===== src/hdl/lsb_marker_regs.vh =====
// Register indices, field positions, reset values and timing counts for the trim and marker block.
`ifndef LSB_MARKER_REGS_VH
`define LSB_MARKER_REGS_VH

// ----------------------------------------------------------------------------
// Register indices (byte address is four times the index)
// ----------------------------------------------------------------------------
`define IDX_BANK2_TRIM_PHASE0   10'h122
`define IDX_BANK2_TRIM_PHASE90  10'h123
`define IDX_BANK3_TRIM_PHASE0   10'h132
`define IDX_BANK3_TRIM_PHASE90  10'h133
`define IDX_BANK4_TRIM_PHASE0   10'h142
`define IDX_BANK4_TRIM_PHASE90  10'h143
`define IDX_BANK5_TRIM_PHASE0   10'h152
`define IDX_BANK5_TRIM_PHASE90  10'h153
`define IDX_SAMPLE_LSB_CONTROL  10'h160
`define IDX_SAMPLE_PATH_CONTROL 10'h170
`define IDX_SAMPLE_PATH_STATUS  10'h171

// ----------------------------------------------------------------------------
// Field positions and reset values
// ----------------------------------------------------------------------------
`define LSB_MARKER_EN_BIT       0
`define PATH_PHASE_NEG90_BIT    0
`define PATH_CAL_STATE_EN_BIT   1
`define PATH_MARKER_RECV_EN_BIT 2
`define PATH_MODE_8BIT_BIT      3
`define PATH_FIELD_MSB          3
`define STAT_MARKER_LEVEL_BIT   0
`define STAT_FUSE_LOADED_BIT    1
`define SAMPLE_LSB_CONTROL_RST  8'h00
`define SAMPLE_PATH_CONTROL_RST 4'h0
`define TRIM_RST                8'h00
`define ILA_CS_VALUE            2'h0

// ----------------------------------------------------------------------------
// Timing counts
// ----------------------------------------------------------------------------
`define CONVERTER_LATENCY_CYC   12
`define PIN_SYNC_STAGES         2
`define MARKER_DELAY_CYC        (`CONVERTER_LATENCY_CYC - `PIN_SYNC_STAGES)

`endif


===== src/hdl/bank_timing_trim_and_lsb_marker.v =====
// Bank sampling-time trim registers and output-sample LSB marker insertion behind an APB slave.
//
// Added by the designer: the APB register port.
`timescale 1ns/1ps
`default_nettype none
`include "lsb_marker_regs.vh"

module bank_timing_trim_and_lsb_marker (
  // Clock and reset
  input  wire        pclk,
  input  wire        presetn,
  // APB slave
  input  wire        psel,
  input  wire        penable,
  input  wire        pwrite,
  input  wire [11:0] paddr,
  input  wire [31:0] pwdata,
  input  wire [3:0]  pstrb,
  output reg  [31:0] prdata,
  output reg         pready,
  output reg         pslverr,
  // Factory fuse values, banks 2 to 5, bank 2 in the low byte
  input  wire [31:0] fuse_trim_phase0,
  input  wire [31:0] fuse_trim_phase90,
  // Trim applied to banks 2 to 5, bank 2 in the low byte
  output reg  [31:0] bank_trim,
  // Sample stream from the converter core and the marker pin
  input  wire        marker_pin,
  input  wire        cal_status,
  input  wire [11:0] sample_in,
  input  wire        sample_valid_in,
  // Sample stream toward the transport layer
  output reg  [11:0] sample_out,
  output reg         sample_valid_out,
  output reg  [1:0]  ila_cs_field
);

  // --------------------------------------------------------------------------
  // Register state
  // --------------------------------------------------------------------------
  wire [31:0] trim0_all;
  wire [31:0] trim90_all;
  wire [3:0]  wr_trim0;
  wire [3:0]  wr_trim90;
  reg         marker_en_reg;
  reg  [6:0]  lsb_spare_reg;
  reg  [`PATH_FIELD_MSB:0] path_reg;
  reg         fuse_loaded_reg;
  reg         sync1_reg;
  reg         sync2_reg;
  reg  [`MARKER_DELAY_CYC-1:0] marker_dly_reg;
  reg  [31:0] rdata_next;
  reg         hit_next;

  wire [9:0]  idx        = paddr[11:2];
  wire        access     = psel & penable & pready;
  wire        wr_ok      = access & pwrite & ~pslverr & pstrb[0];
  wire        load_fuse  = ~fuse_loaded_reg;
  wire        phase_neg90 = path_reg[`PATH_PHASE_NEG90_BIT];
  wire        cal_en      = path_reg[`PATH_CAL_STATE_EN_BIT];
  wire        recv_en     = path_reg[`PATH_MARKER_RECV_EN_BIT];
  wire        mode_8bit   = path_reg[`PATH_MODE_8BIT_BIT];
  wire        marker_now  = marker_dly_reg[`MARKER_DELAY_CYC-1];

  // --------------------------------------------------------------------------
  // Read mux and address decode
  // --------------------------------------------------------------------------
  // Reserved bits of the control byte are kept so they read back as written.
  always @* begin
    rdata_next = 32'h0000_0000;
    hit_next   = 1'b1;
    case (idx)
      `IDX_BANK2_TRIM_PHASE0:   rdata_next[7:0] = trim0_all[7:0];
      `IDX_BANK2_TRIM_PHASE90:  rdata_next[7:0] = trim90_all[7:0];
      `IDX_BANK3_TRIM_PHASE0:   rdata_next[7:0] = trim0_all[15:8];
      `IDX_BANK3_TRIM_PHASE90:  rdata_next[7:0] = trim90_all[15:8];
      `IDX_BANK4_TRIM_PHASE0:   rdata_next[7:0] = trim0_all[23:16];
      `IDX_BANK4_TRIM_PHASE90:  rdata_next[7:0] = trim90_all[23:16];
      `IDX_BANK5_TRIM_PHASE0:   rdata_next[7:0] = trim0_all[31:24];
      `IDX_BANK5_TRIM_PHASE90:  rdata_next[7:0] = trim90_all[31:24];
      `IDX_SAMPLE_LSB_CONTROL:  rdata_next[7:0] = {lsb_spare_reg, marker_en_reg};
      `IDX_SAMPLE_PATH_CONTROL: rdata_next[`PATH_FIELD_MSB:0] = path_reg;
      `IDX_SAMPLE_PATH_STATUS: begin
        rdata_next[`STAT_MARKER_LEVEL_BIT] = marker_now;
        rdata_next[`STAT_FUSE_LOADED_BIT]  = fuse_loaded_reg;
      end
      default: hit_next = 1'b0;
    endcase
    if (paddr[1:0] != 2'b00) begin
      hit_next = 1'b0;
    end
  end

  // --------------------------------------------------------------------------
  // APB handshake
  // --------------------------------------------------------------------------
  // One wait state: pready rises in the second access cycle so every bus output is a flop.
  always @(posedge pclk or negedge presetn) begin
    if (!presetn) begin
      pready  <= 1'b0;
      pslverr <= 1'b0;
      prdata  <= 32'h0000_0000;
    end else if (psel && penable && !pready) begin
      pready  <= 1'b1;
      pslverr <= ~hit_next;
      prdata  <= (hit_next && !pwrite) ? rdata_next : 32'h0000_0000;
    end else begin
      pready  <= 1'b0;
      pslverr <= 1'b0;
      prdata  <= 32'h0000_0000;
    end
  end

  // --------------------------------------------------------------------------
  // Trim registers
  // --------------------------------------------------------------------------
  // Write strobes, one per trim byte, bank 2 in bit 0. A strobe needs the same aligned,
  // mapped access with the low byte lane enabled that every other register write needs.
  assign wr_trim0[0]  = wr_ok && (idx == `IDX_BANK2_TRIM_PHASE0);
  assign wr_trim0[1]  = wr_ok && (idx == `IDX_BANK3_TRIM_PHASE0);
  assign wr_trim0[2]  = wr_ok && (idx == `IDX_BANK4_TRIM_PHASE0);
  assign wr_trim0[3]  = wr_ok && (idx == `IDX_BANK5_TRIM_PHASE0);
  assign wr_trim90[0] = wr_ok && (idx == `IDX_BANK2_TRIM_PHASE90);
  assign wr_trim90[1] = wr_ok && (idx == `IDX_BANK3_TRIM_PHASE90);
  assign wr_trim90[2] = wr_ok && (idx == `IDX_BANK4_TRIM_PHASE90);
  assign wr_trim90[3] = wr_ok && (idx == `IDX_BANK5_TRIM_PHASE90);

  // The fuse word is a level, so it is loaded by a clocked step after reset release,
  // never through the asynchronous reset. This flag marks that the load has happened.
  always @(posedge pclk or negedge presetn) begin
    if (!presetn) begin
      fuse_loaded_reg <= 1'b0;
    end else begin
      fuse_loaded_reg <= 1'b1;
    end
  end

  // One cell per bank and phase. Both phases are kept, so switching the phase never
  // loses a software adjustment made to the other one.
  trim_cell #(.WIDTH(8)) i_trim_bank2_phase0 (
    .pclk        (pclk),
    .presetn     (presetn),
    .load        (load_fuse),
    .fuse_value  (fuse_trim_phase0[7:0]),
    .write       (wr_trim0[0]),
    .write_value (pwdata[7:0]),
    .trim_reg    (trim0_all[7:0])
  );

  trim_cell #(.WIDTH(8)) i_trim_bank2_phase90 (
    .pclk        (pclk),
    .presetn     (presetn),
    .load        (load_fuse),
    .fuse_value  (fuse_trim_phase90[7:0]),
    .write       (wr_trim90[0]),
    .write_value (pwdata[7:0]),
    .trim_reg    (trim90_all[7:0])
  );

  trim_cell #(.WIDTH(8)) i_trim_bank3_phase0 (
    .pclk        (pclk),
    .presetn     (presetn),
    .load        (load_fuse),
    .fuse_value  (fuse_trim_phase0[15:8]),
    .write       (wr_trim0[1]),
    .write_value (pwdata[7:0]),
    .trim_reg    (trim0_all[15:8])
  );

  trim_cell #(.WIDTH(8)) i_trim_bank3_phase90 (
    .pclk        (pclk),
    .presetn     (presetn),
    .load        (load_fuse),
    .fuse_value  (fuse_trim_phase90[15:8]),
    .write       (wr_trim90[1]),
    .write_value (pwdata[7:0]),
    .trim_reg    (trim90_all[15:8])
  );

  trim_cell #(.WIDTH(8)) i_trim_bank4_phase0 (
    .pclk        (pclk),
    .presetn     (presetn),
    .load        (load_fuse),
    .fuse_value  (fuse_trim_phase0[23:16]),
    .write       (wr_trim0[2]),
    .write_value (pwdata[7:0]),
    .trim_reg    (trim0_all[23:16])
  );

  trim_cell #(.WIDTH(8)) i_trim_bank4_phase90 (
    .pclk        (pclk),
    .presetn     (presetn),
    .load        (load_fuse),
    .fuse_value  (fuse_trim_phase90[23:16]),
    .write       (wr_trim90[2]),
    .write_value (pwdata[7:0]),
    .trim_reg    (trim90_all[23:16])
  );

  trim_cell #(.WIDTH(8)) i_trim_bank5_phase0 (
    .pclk        (pclk),
    .presetn     (presetn),
    .load        (load_fuse),
    .fuse_value  (fuse_trim_phase0[31:24]),
    .write       (wr_trim0[3]),
    .write_value (pwdata[7:0]),
    .trim_reg    (trim0_all[31:24])
  );

  trim_cell #(.WIDTH(8)) i_trim_bank5_phase90 (
    .pclk        (pclk),
    .presetn     (presetn),
    .load        (load_fuse),
    .fuse_value  (fuse_trim_phase90[31:24]),
    .write       (wr_trim90[3]),
    .write_value (pwdata[7:0]),
    .trim_reg    (trim90_all[31:24])
  );

  // --------------------------------------------------------------------------
  // Control registers
  // --------------------------------------------------------------------------
  always @(posedge pclk or negedge presetn) begin
    if (!presetn) begin
      {lsb_spare_reg, marker_en_reg} <= `SAMPLE_LSB_CONTROL_RST;
      path_reg <= `SAMPLE_PATH_CONTROL_RST;
    end else if (wr_ok) begin
      if (idx == `IDX_SAMPLE_LSB_CONTROL) begin
        {lsb_spare_reg, marker_en_reg} <= pwdata[7:0];
      end
      if (idx == `IDX_SAMPLE_PATH_CONTROL) begin
        path_reg <= pwdata[`PATH_FIELD_MSB:0];
      end
    end
  end

  // --------------------------------------------------------------------------
  // Applied trim
  // --------------------------------------------------------------------------
  // Only the trim of the selected clock phase reaches the bank.
  always @(posedge pclk or negedge presetn) begin
    if (!presetn) begin
      bank_trim <= 32'h0000_0000;
    end else begin
      bank_trim <= phase_neg90 ? trim90_all : trim0_all;
    end
  end

  // --------------------------------------------------------------------------
  // Marker pin path
  // --------------------------------------------------------------------------
  // The pin is asynchronous, so two flops precede any use. The synchroniser counts
  // toward the total so the marker lands with the sample taken at the same instant.
  always @(posedge pclk or negedge presetn) begin
    if (!presetn) begin
      sync1_reg      <= 1'b0;
      sync2_reg      <= 1'b0;
      marker_dly_reg <= {`MARKER_DELAY_CYC{1'b0}};
    end else begin
      sync1_reg      <= marker_pin;
      sync2_reg      <= sync1_reg;
      marker_dly_reg <= {marker_dly_reg[`MARKER_DELAY_CYC-2:0], sync2_reg & recv_en};
    end
  end

  // --------------------------------------------------------------------------
  // Sample LSB insertion
  // --------------------------------------------------------------------------
  // Marker outranks calibration status; with neither enabled the LSB passes untouched.
  // In 8-bit mode the sample occupies bits 7:0 and bits 11:8 read zero.
  always @(posedge pclk or negedge presetn) begin
    if (!presetn) begin
      sample_out       <= 12'h000;
      sample_valid_out <= 1'b0;
      ila_cs_field     <= `ILA_CS_VALUE;
    end else begin
      sample_valid_out <= sample_valid_in;
      ila_cs_field     <= `ILA_CS_VALUE;
      sample_out[11:8] <= mode_8bit ? 4'h0 : sample_in[11:8];
      sample_out[7:1]  <= sample_in[7:1];
      if (marker_en_reg) begin
        sample_out[0] <= marker_now;
      end else if (cal_en) begin
        sample_out[0] <= cal_status;
      end else begin
        sample_out[0] <= sample_in[0];
      end
    end
  end

endmodule // bank_timing_trim_and_lsb_marker

// ----------------------------------------------------------------------------
// One trim byte
// ----------------------------------------------------------------------------
module trim_cell #(
  parameter WIDTH = 8
) (
  // Clock and reset
  input  wire             pclk,
  input  wire             presetn,
  // Load and write controls
  input  wire             load,
  input  wire [WIDTH-1:0] fuse_value,
  input  wire             write,
  input  wire [WIDTH-1:0] write_value,
  // Stored trim
  output reg  [WIDTH-1:0] trim_reg
);

  // The fuse byte enters in the load cycle only; a software write in that same cycle
  // wins, so an early write is never overwritten by the factory value.
  always @(posedge pclk or negedge presetn) begin
    if (!presetn) begin
      trim_reg <= `TRIM_RST;
    end else if (write) begin
      trim_reg <= write_value;
    end else if (load) begin
      trim_reg <= fuse_value;
    end
  end

endmodule // trim_cell
`default_nettype wire


===== config.mk =====
export PLATFORM = sky130hd
export DESIGN_NAME = bank_timing_trim_and_lsb_marker
export DESIGN_NICKNAME = d
export VERILOG_FILES = /design/src/hdl/bank_timing_trim_and_lsb_marker.v
export VERILOG_INCLUDE_DIRS = /design/src /design/src/hdl
export SDC_FILE = /design/constraint.sdc
export NUM_CORES = 1
export LEC_CHECK = 0
export ABC_AREA = 0
export BUFFER_PORTS_ARGS = -buffer_cell sky130_fd_sc_hd__buf_2
export CAP_MARGIN = 20
export CORE_MARGIN = 2
export CORE_UTILIZATION = 45
export CTS_CLUSTER_DIAMETER = 60
export DETAILED_ROUTE_END_ITERATION = 10
export PLACE_DENSITY = 0.72
export SLEW_MARGIN = 5
export SYNTH_ARGS = -nofsm -noshare
export SYNTH_HDL_FRONTEND = slang
export SYNTH_HIERARCHICAL = 1
export SYNTH_SLANG_ARGS = --single-unit

===== constraint.sdc =====
create_clock -name pclk -period 3.94 [get_ports pclk]
set_clock_uncertainty 0.15 [all_clocks]
set_input_delay 0.591 -clock pclk [delete_from_list [all_inputs] [get_ports pclk]]
set_output_delay 0.591 -clock pclk [all_outputs]
set_load 0.005 [all_outputs]

# --- Yosys cells after proc, flatten, opt, wreduce, memory -nomap -nowiden ---
# Cells that the tools add are included.
word_totals:
  input_bits: 132
  ff_bits: 168
op_classes:
  muxes: 29
  n_eq_ne: 19
  n_reduce_logical: 17
  n_bitwise: 8
op_table:
  columns: ["operator", "count"]
  rows:
  - ["$mux W8", 18]
  - ["$eq A10 B9 Y1 const B", 11]
  - ["$pmux W4 S9", 1]
  - ["$mux W32", 1]
  - ["$pmux W2 S11", 1]
  - ["$pmux W2 S10", 1]
  - ["$ne A2 B1 Y1 const B", 8]
  - ["$logic_and A1 B1 Y1", 11]
  - ["$reduce_or A11 Y1", 1]
  - ["$and A1 B1 Y1", 6]
  - ["$mux W1", 6]
  - ["$mux W4", 1]
  - ["$reduce_and A2 Y1", 2]
  - ["$logic_not A1 Y1", 2]
  - ["$not A1 Y1", 2]
  - ["$reduce_bool A2 Y1", 1]

# --- Longest topological paths before layout ---
# Gate-level depths: netlist (run 1).
depth:
  depth_word: 7
  mapped_depth: 8
  mapped_depth_nobuf: 6

# --- By module ---
# Netlist (run 1), hierarchy kept.
modules_own_cells:
  columns: ["mod", "instances", "area_per_inst_um2", "cells_per_inst", "seq_area_each_um2"]
  rows:
  - ["bank_timing_trim_and_lsb_marker", 1, 3936.3, 333, 2001.9]
  - ["trim_cell", 8, 372.9, 34, 200.2]

# --- Worst setup path after synthesis (run 1) ---
# OpenSTA, ideal clock, no wires.
synth_timing:
  kind: "input-to-reg"
  from: "input port paddr[2]"
  to: "register i_trim_bank2_phase0.trim_reg[3]"
  slack_ps: 1431
  t_arrival_ps: 2238
  path_buffers: 2
  cell_stages: 5
  required_time_ps: 3669
  path_cell_list: "or4b_1 > buf_2 > nor4_1 > buf_6 > o21ai_1"
synth_between:
  elab_chain_len: 3
  elab_cells_between_ends: 4
  classes_between: "2 x eq/ne; 1 x mux; 1 x reduce/logical"
synth_rtl:
  columns: ["element", "line", "text"]
  rows:
  - ["start: declaration", "bank_timing_trim_and_lsb_marker.v:16", "input wire [11:0] paddr,"]
  - ["$eq A10 B9 Y1 *", null, null]
  - ["$logic_and A1 B1 Y1 *", "bank_timing_trim_and_lsb_marker.v:119", "assign wr_trim0[0] = wr_ok && (idx == `IDX_BANK2_TRIM_PHASE0);"]
  - ["named net wr_trim0[0]", "bank_timing_trim_and_lsb_marker.v:43", "wire [3:0] wr_trim0;"]
  - ["$ne A2 B1 Y1 (no line) / $mux W8 (equally long branches)", null, null]
  - ["end signal: assignment", "bank_timing_trim_and_lsb_marker.v:315", "trim_reg <= `TRIM_RST;"]
  - ["end signal: assignment", "bank_timing_trim_and_lsb_marker.v:317", "trim_reg <= write_value;"]
  - ["end signal: assignment", "bank_timing_trim_and_lsb_marker.v:319", "trim_reg <= fuse_value;"]
  - ["end: declaration", "bank_timing_trim_and_lsb_marker.v:308", "output reg [WIDTH-1:0] trim_reg"]
# The timed path passes the listed nets; every way through them passes the cells marked *.
# A chain may end at the register's enable or synchronous reset.

# --- Worst setup path after layout (run 1) ---
layout_timing:
  from: "input port paddr[2]"
  to: "register i_trim_bank4_phase0.trim_reg[2]"
layout_between:
  elab_chain_len: 3
  elab_cells_between_ends: 4
  classes_between: "2 x eq/ne; 1 x mux; 1 x reduce/logical"
layout_rtl:
  columns: ["element", "line", "text"]
  rows:
  - ["$eq A10 B9 Y1 *", null, null]
  - ["$logic_and A1 B1 Y1 *", "bank_timing_trim_and_lsb_marker.v:121", "assign wr_trim0[2] = wr_ok && (idx == `IDX_BANK4_TRIM_PHASE0);"]
  - ["named net wr_trim0[2]", "bank_timing_trim_and_lsb_marker.v:43", null]
  - ["$ne A2 B1 Y1 (no line) / $mux W8 (equally long branches)", null, null]
  - ["end signal: assignment", "bank_timing_trim_and_lsb_marker.v:315", null]
  - ["end signal: assignment", "bank_timing_trim_and_lsb_marker.v:317", null]
  - ["end signal: assignment", "bank_timing_trim_and_lsb_marker.v:319", null]
  - ["end: declaration", "bank_timing_trim_and_lsb_marker.v:308", null]
# Marks and branches as above.

==> results of run 1 <==
[logic make-up (layout without fill, tap and decap cells)]
kind of cell	after synthesis	in the layout
compound gates	114	114
buf+inv	62	205
flops	144	144
mux	125	125
other cells	2	28
simple gates	158	158
[final cells by class]
cell class,count,area share [%]
Clock inverter,15,2.51
Inverter,4,0.195
Timing Repair Buffer,169,10.7
Antenna cell,1,0.0300
Clock buffer,17,5.11
Tap cell,188,2.82
Multi-Input combinational cell,424,35.4
Sequential cell,144,43.3
[metal layers]
layer	part of all wire, %	vias to the layer above	GRT usage, %
met2	47	218	39.6
met5	0	-	0
met4	2.3	0	9.50
li1	-	2423	-
met1	45	2599	35.8
met3	6.0	30	4.47
[worst max-delay path, stage by stage]
cell and delay [ps]:
buf_2 310, or4b_1 910, nor3_4 280, and2_1 490, o21ai_1 140
[Yosys cell counts (all sizes together), types with 5 or more instances]
cell	n	area, sq um
buf	52	434
nor2b	8	50.1
mux2	52	586
nor2	20	75.1
o21ai	70	350
nand3	9	45.0
nor3	9	92.6
a22oi	10	75.1
dfrtp	144	3600
nand2	80	300
and2	5	31.3
clkbuf	6	22.5
mux2i	73	731
[power groups by stage]
stage | clock network, W | registers, W | logic, W
floorplan | 0 | 0.00167 | 0.000210
detailed placement | 0 | 0.00169 | 0.000387
CTS | 0.00175 | 0.00167 | 0.000389
global placement | 0 | 0.00169 | 0.000379
global route | 0.00181 | 0.00168 | 0.000422
finish | 0.00172 | 0.00167 | 0.000387
[stage by stage]
| step | setup WS [ps] | instance area (sq um) | hold WS [ps] | utilization (%) |
|---|---|---|---|---|
| floorplan | 1430 | 7010 | 145 | - |
| global placement | 997 | 7700 | 183 | 51.0 |
| detailed placement | 960 | 7700 | 187 | 51.0 |
| CTS | 1410 | 8330 | 105 | 55.2 |
| global route | 1210 | 8330 | 105 | 55.2 |
| finish | 1330 | 8330 | 72.0 | 55.2 |
[final timing paths]
check	depth (start not counted)	start	slack, ps	to
max	5	paddr[2]	1330	i_trim_bank4_phase0/trim_reg[2]$_DFFE_PN0P_
min	1	presetn	70	i_trim_bank3_phase0/trim_reg[4]$_DFFE_PN0P_
max reg2reg	4	pslverr$_DFF_PN0_	1540	lsb_spare_reg[4]$_DFFE_PN0P_
min reg2reg	0	marker_dly_reg[3]$_DFF_PN0_	200	marker_dly_reg[4]$_DFF_PN0_
max in group asynchronous	2	presetn	2790	i_trim_bank2_phase0/trim_reg[6]$_DFFE_PN0P_
min in group pclk	1	sample_in[4]	120	sample_out[4]$_DFF_PN0_
==> metrics.cfg, run 1 <==
[floorplan]
die_area_sq_mm=0.0164
boundaryPins=213
fp.coreArea_sq_mm=0.0151
rows=45
initial_core_util_pct=45.9
fp.dieH_um=128
die_w_um=128

[pwr]
irDropWorstVdd_uv=257
switching_share_pct=25.1
leakagePower_nw=3.86
finalPower_w=0.00377
pwr-share-comb_pct=10.3
power_density_mw_per_mm2=452
cellInternalPower_w=0.00282
p_clk_share_pct=45.5
seqPwrFrac_pct=44.2
p_switching_w=0.000945

[worst_setup_path]
crit_arrival_ps=2750
critPathMaxFanout=25
worstSetupEndpointType=register
critPathKind=primary input to register
required_ps=4080
startpoint_type=primary input

[logic_synthesis]
async_flop_share_pct=100
avgSynthCellArea_sq_um=11.4
synthXorXnorAreaFrac_pct=0
syn_area_sq_mm=0.00692
yosys-mux-area-fraction_pct=19.0
netlist_instances=605
synth_top_family_by_area=multiplexers
synth_edf_count=0
synthSimpleGateAreaFrac_pct=12.0
synth.distinct_cells=56
synth_compound_area_share_pct=10.0
synthFlopType=dfrtp_1
yosys_warnings=6
synthAdderAreaFrac_pct=0
yosysSeqAreaShare_pct=52.1
synth_seq_cells=144

[drt]
wl_mm=20.4
drtPass1Iterations=5
vias=5270
wl_per_cell_um=21.2
drc=0
drt_iter0_markers=372
ant_nets=0
routed_via_density=5.48

[grt]
grt_max_degree=91
overflow=0
grt_pass1_vias=5190
grtUsageTotal_pct=25.4
antenna_found_initial=1
grt_pass1_wl_mm=30.5

[cells_and_area]
multi_input_area_sq_mm=0.00295
largest_reg_flops=32
layout_commonest_cell=buf_2
fillers=1303
layout.nets=892
final_cell_mix=buf_2 (158), dfrtp_1 (143), nand2_1 (80)
seq_area_sq_mm=0.00360
syn_to_final_growth_pct=20.4
instances_no_fill=962
drive_gt1_share_pct=33.1

[timing]
final.period_utilization_pct=66.1
final.setup.tns_ps=0
finalSetupViolCount=0
max_freq_ghz=0.384
hold_viol_final=0
drv_slew=0
tightest_slew_ps=1050
relSlewSlack_pct=29.3
rsz0062_at_grt=false
fin_crit_ps=2610

[place]
gp_routability_congestion=0.922
placed_cells=929
portBuffers=159
hpwl_mm=14.4

[clocking]
cts-buffers-inserted=17
clock_latency_ps=430
hold_buffers=0
cts.path.max_buffers=2
clock-sinks=144
htreeDepth=4
post_cts_resized=0
cts_setup_buffers=0
clk_pin_slew_ps=60
root_buffer=clkbuf_16
tritoncts=done

[run]
cap_violations=0

[outcome]
status=complete, no violations

[min_path]
hp-class=primary input to asynchronous set/reset pin

No activity file was read; power rests on OpenSTA's default activity.
==> run 2: changes to the inputs <==
PLACE_DENSITY = 0.74   (was 0.72)
clock period = 2.3 ns   (was 3.94 ns; I/O delays follow)
==> metrics.cfg, run 2 (same netlist as run 1, synthesis figures left out) <==
[clocking]
clock_latency_ps=430  ; about the same
post_cts_resized=0  ; unchanged
cts_setup_buffers=0  ; unchanged
tritoncts=done
root_buffer=clkbuf_16
cts-buffers-inserted=17  ; unchanged
htreeDepth=4  ; unchanged
cts.path.max_buffers=2  ; unchanged
clk_pin_slew_ps=60  ; about the same
hold_buffers=14  ; +14
clock-sinks=144  ; unchanged

[pwr]
finalPower_w=0.00652  ; +73%
irDropWorstVdd_uv=511  ; +99%
leakagePower_nw=4.10  ; +6.2%
power_density_mw_per_mm2=746  ; +65%

[place]
placed_area_sq_mm=0.00797  ; +3.5%
portBuffers=159  ; unchanged
gp_routability_congestion=0.981  ; +6.4%
dp_slack_ps=81.6  ; -879 ps
hpwl_mm=13.9  ; -3.4%

[timing]
finalSetupViolCount=0  ; unchanged
hold_viol_final=0  ; unchanged
fin_crit_ps=2100
drv_slew=0  ; unchanged
max_freq_ghz=0.477
relSlewSlack_pct=53.7  ; +24 points
tightest_slew_ps=694  ; -356 ps
final.period_utilization_pct=91.2
final.setup.tns_ps=0  ; unchanged
fin_ws_ps=204  ; -1130 ps
rsz0062_at_grt=false

[floorplan]
boundaryPins=213  ; unchanged
die_w_um=128  ; unchanged
initial_core_util_pct=45.9  ; unchanged
fp.coreArea_sq_mm=0.0151  ; unchanged
rows=45  ; unchanged
die_area_sq_mm=0.0164  ; unchanged
fp.dieH_um=128  ; unchanged

[cells_and_area]
finish.utilization_pct=58.0  ; +2.7 points
diodes=0  ; -1
layout_commonest_cell=buf_2
fillers=1267  ; -2.8%
final_cell_mix=buf_2 (158), dfrtp_1 (144), nand2_1 (80)
largest_reg_flops=32  ; unchanged
fin_area_sq_mm=0.00875  ; +5.0%
layout.nets=937  ; +5.0%
drive_gt1_share_pct=35.0  ; +1.8 points
syn_to_final_growth_pct=26.4

[worst_setup_path]
crit_arrival_ps=2250  ; -500 ps
critPathMaxFanout=5  ; -80%
required_ps=2460  ; -1620 ps
startpoint_type=register
worstSetupEndpointType=register
critPathKind=register to register

[drt]
wl_mm=19.6  ; -4.0%
drt_iter0_markers=405  ; +8.9%
drtPass1Iterations=5  ; unchanged
ant_nets=0  ; unchanged
wl_per_cell_um=19.5  ; -8.2%
vias=5379  ; +2.1%
drc=0  ; unchanged
routed_via_density=5.35  ; -2.4%

[min_path]
hp-class=primary input to register

[grt]
grt_pass1_wl_mm=30.2  ; -1.1%
grt_max_degree=86  ; -5.5%
grtUsageTotal_pct=24.9  ; -0.52 points
overflow=0  ; unchanged
antenna_found_initial=0  ; -1
grt_pass1_vias=5397  ; +4.0%

[run]
cap_violations=0  ; unchanged

[outcome]
status=complete, no violations

-- run 2: cell count changes in the layout (fill, tap and decap cells not counted), sizes merged --
| cell | delta |
|---|---|
| clkinvlp | -1 |
| diode | -1 |
| dlygate4sd3 | +14 |
| clkinv | -2 |
| clkbuf | +1 |
| inv | +2 |
| buf | +31 |
-- run 2: metal layers --
metal	wire, um	share of wire, %	vias up	track usage [%]
li1	-	-	2514	-
met1	8630	44	2631	34.1
met2	9140	47	196	38.1
met3	1250	6.4	38	6.05
met4	562	2.9	0	10.5
met5	0	0	-	0
-- run 2: critical path, cell delays in order (launching register included) --
cell      delay, ps
dfrtp_1         420
nand4b_1        240
nor2_1          320
buf_4           200
and3_1          310
mux2_1          350
-- run 2: metrics by stage --
step                hold WS, ps  std cells
floorplan                  -101        630
global placement            185        960
detailed placement          186        960
CTS                        37.7       1006
global route               45.6       1006
finish                     43.3       1006
-- run 2: final cells by class --
class                           instances  area (sq um)  share of cell area (%)
Inverter                                4          16.3                   0.186
Multi-Input combinational cell        424          2950                    33.7
Clock buffer                           18           439                    5.02
Sequential cell                       144          3600                    41.2
Tap cell                              188           235                    2.69
Timing Repair Buffer                  214          1300                    14.9
Clock inverter                         14           201                    2.30
-- run 2: report_power, final --
group	leakage, nW	internal, W	switching [W]	total, W
combinational	2.04	0.000329	0.000363	0.000692
clock	0.308	0.00186	0.00112	0.00298
sequential	1.75	0.00272	0.000135	0.00285
total	4.10	0.00491	0.00162	0.00652
-- run 2: worst paths after layout --
path                                             startpoint                                            to  slack (ps)  cells past startpoint
worst max-delay path                       pready$_DFF_PN0_                       path_reg[0]$_DFFE_PN0P_         200                      5
worst min-delay path                   fuse_trim_phase0[17]   i_trim_bank4_phase0/trim_reg[1]$_DFFE_PN0P_          40                      3
worst max register to register             pready$_DFF_PN0_                       path_reg[0]$_DFFE_PN0P_         200                      5
worst min register to register  marker_dly_reg[6]$_DFF_PN0_                   marker_dly_reg[7]$_DFF_PN0_         200                      0
max in group asynchronous                           presetn  i_trim_bank3_phase90/trim_reg[4]$_DFFE_PN0P_        1260                      3
min in group asynchronous                           presetn                       sample_out[2]$_DFF_PN0_         320                      3
==> run 3: changes to the inputs <==
CORE_UTILIZATION = 30   (was 45)
PLACE_DENSITY = unset   (was 0.74)
==> metrics.cfg, run 3 (same netlist as run 1, synthesis figures left out) <==
[clocking]
root_buffer=clkbuf_16
clock-sinks=144  ; unchanged
clock_latency_ps=420  ; about the same
cts.path.max_buffers=2  ; unchanged
tritoncts=done
htreeDepth=4  ; unchanged
clk_pin_slew_ps=60  ; about the same
post_cts_resized=0  ; unchanged
cts-buffers-inserted=17  ; unchanged

[grt]
grtUsageTotal_pct=18.0  ; -6.9 points
overflow=0  ; unchanged
grt_pass1_wl_mm=32.3  ; +6.9%
grt_max_degree=49  ; -43%
grt_pass1_vias=5346  ; -0.94%
antenna_found_initial=0  ; unchanged

[place]
hpwl_mm=15.9  ; +14%
portBuffers=159  ; unchanged
dp_slack_ps=114  ; +32.5 ps
gp_routability_congestion=0.914  ; -6.7%
placed_cells=1055  ; +9.9%

[drt]
ant_nets=0  ; unchanged
drc=0  ; unchanged
drtPass1Iterations=4  ; -1
routed_via_density=4.85  ; -9.2%
wl_per_cell_um=19.3  ; -0.59%
drt_iter0_markers=346  ; -15%
vias=5344  ; -0.65%
wl_mm=21.3  ; +8.8%

[pwr]
irDropWorstVdd_uv=434  ; -15%
finalPower_w=0.00630  ; -3.5%
power_density_mw_per_mm2=714  ; -4.3%
leakagePower_nw=4.06  ; -0.98%

[timing]
fin_ws_ps=271  ; +67.7 ps
drv_slew=0  ; unchanged
rsz0062_at_grt=false
hold_viol_final=0  ; unchanged
finalSetupViolCount=0  ; unchanged
fin_crit_ps=2030  ; -67.7 ps
max_freq_ghz=0.493  ; +3.3%
final.period_utilization_pct=88.2  ; -2.9 points
final.setup.tns_ps=0  ; unchanged

[worst_setup_path]
worstSetupEndpointType=register
critPathMaxFanout=8  ; +3
max_stage_delay_ps=370  ; -50 ps
required_ps=2490  ; +30 ps
cp_cell_sequence=nand4b_1 > nor2_1 > buf_4 > nand2_1 > nor2_1 > buf_4 > nand2_1 > o21ai_1
crit_slowest_cell=dfrtp_1
critPathKind=register to register
cp_num_buf_inv=2  ; +1
startpoint_type=register
critical_path.top_delay_family=simple AND/OR/NAND/NOR gates
crit_arrival_ps=2220  ; -30 ps

[floorplan]
die_area_sq_mm=0.0243  ; +48%
rows=55  ; +22%
fp.coreArea_sq_mm=0.0226  ; +50%
boundaryPins=213  ; unchanged
fp.dieH_um=156  ; +22%
die_w_um=156  ; +22%
initial_core_util_pct=30.6  ; -15 points

[run]
cap_violations=0  ; unchanged

[cells_and_area]
drive_gt1_share_pct=34.7  ; -0.28 points
diodes=0  ; unchanged
instances_no_fill=1101  ; +9.4%
fillers=2234  ; +76%
layout.nets=935  ; -0.21%
layout_commonest_cell=buf_2
syn_to_final_growth_pct=27.5
finish.utilization_pct=39.0  ; -19 points
largest_reg_flops=32  ; unchanged
final_cell_mix=buf_2 (158), dfrtp_1 (144), nand2_1 (80)

[min_path]
hp-class=primary input to register

[outcome]
status=complete, no violations

## run 3: changes by cell type in the layout (fill, tap and decap cells not counted)
| cell | delta |
|---|---|
| bufinv_16 | -2 |
| inv_6 | -3 |
| clkinvlp_4 | +3 |
| clkbuf_1 | +1 |
| buf_12 | +2 |
| buf_4 | -4 |
| clkinv_2 | +2 |
| clkinv_4 | -1 |
## run 3: what timing repair did
item                                    4_1_cts  5_1_grt
endpoints found under the setup margin        0        0
hold endpoints to repair                     48        0
hold buffers                                 14        0
buffers inserted                              0        0
## run 3: through the flow
step | hold slack (ps) | cell area [sq um]
floorplan | -101 | 7010
global placement | 127 | 8100
detailed placement | 130 | 8100
CTS | 36.3 | 8820
global route | 51.2 | 8820
finish | 54.8 | 8820
## run 3: worst paths after layout
path / cells past startpoint / to / start / slack [ps]
worst min register to register: 0 / marker_dly_reg[9]$_DFF_PN0_ / marker_dly_reg[8]$_DFF_PN0_ / 200
worst min-delay path: 3 / i_trim_bank2_phase0/trim_reg[5]$_DFFE_PN0P_ / fuse_trim_phase0[5] / 50
max in group asynchronous: 3 / sync1_reg$_DFF_PN0_ / presetn / 1110
worst max-delay path: 8 / i_trim_bank5_phase0/trim_reg[5]$_DFFE_PN0P_ / pslverr$_DFF_PN0_ / 270
worst max register to register: 8 / i_trim_bank5_phase0/trim_reg[5]$_DFFE_PN0P_ / pslverr$_DFF_PN0_ / 270
min in group asynchronous: 2 / prdata[3]$_DFF_PN0_ / presetn / 250
## run 3: layer usage
metal	vias to the layer above	part of all wire, %	GRT usage, %
met2	192	48	29.3
met3	21	4.9	3.19
met1	2635	46	24.8
met4	0	1.4	4.89
li1	2496	-	-
met5	-	0	0
## run 3: cell type report
| cell class | instances | area, sq um | area share (%) |
|---|---|---|---|
| clock buffer | 19 | 443 | 5.02 |
| clock inverter | 13 | 139 | 1.57 |
| inverter | 4 | 16.3 | 0.184 |
| multi-input combinational | 424 | 2950 | 33.5 |
| sequential | 144 | 3600 | 40.9 |
| tap | 285 | 357 | 4.04 |
| timing repair buffer | 212 | 1310 | 14.9 |
## run 3: tightest hold or removal path, cell delays in order
cell	delay [ps]
buf_2	80
mux2i_1	50
o21ai_1	110
## run 3: power by group
part / switching [W] / internal [W] / leakage [nW]
registers: 0.000140 / 0.00272 / 1.75
logic: 0.000372 / 0.000329 / 2.04
clock network: 0.00111 / 0.00162 / 0.271
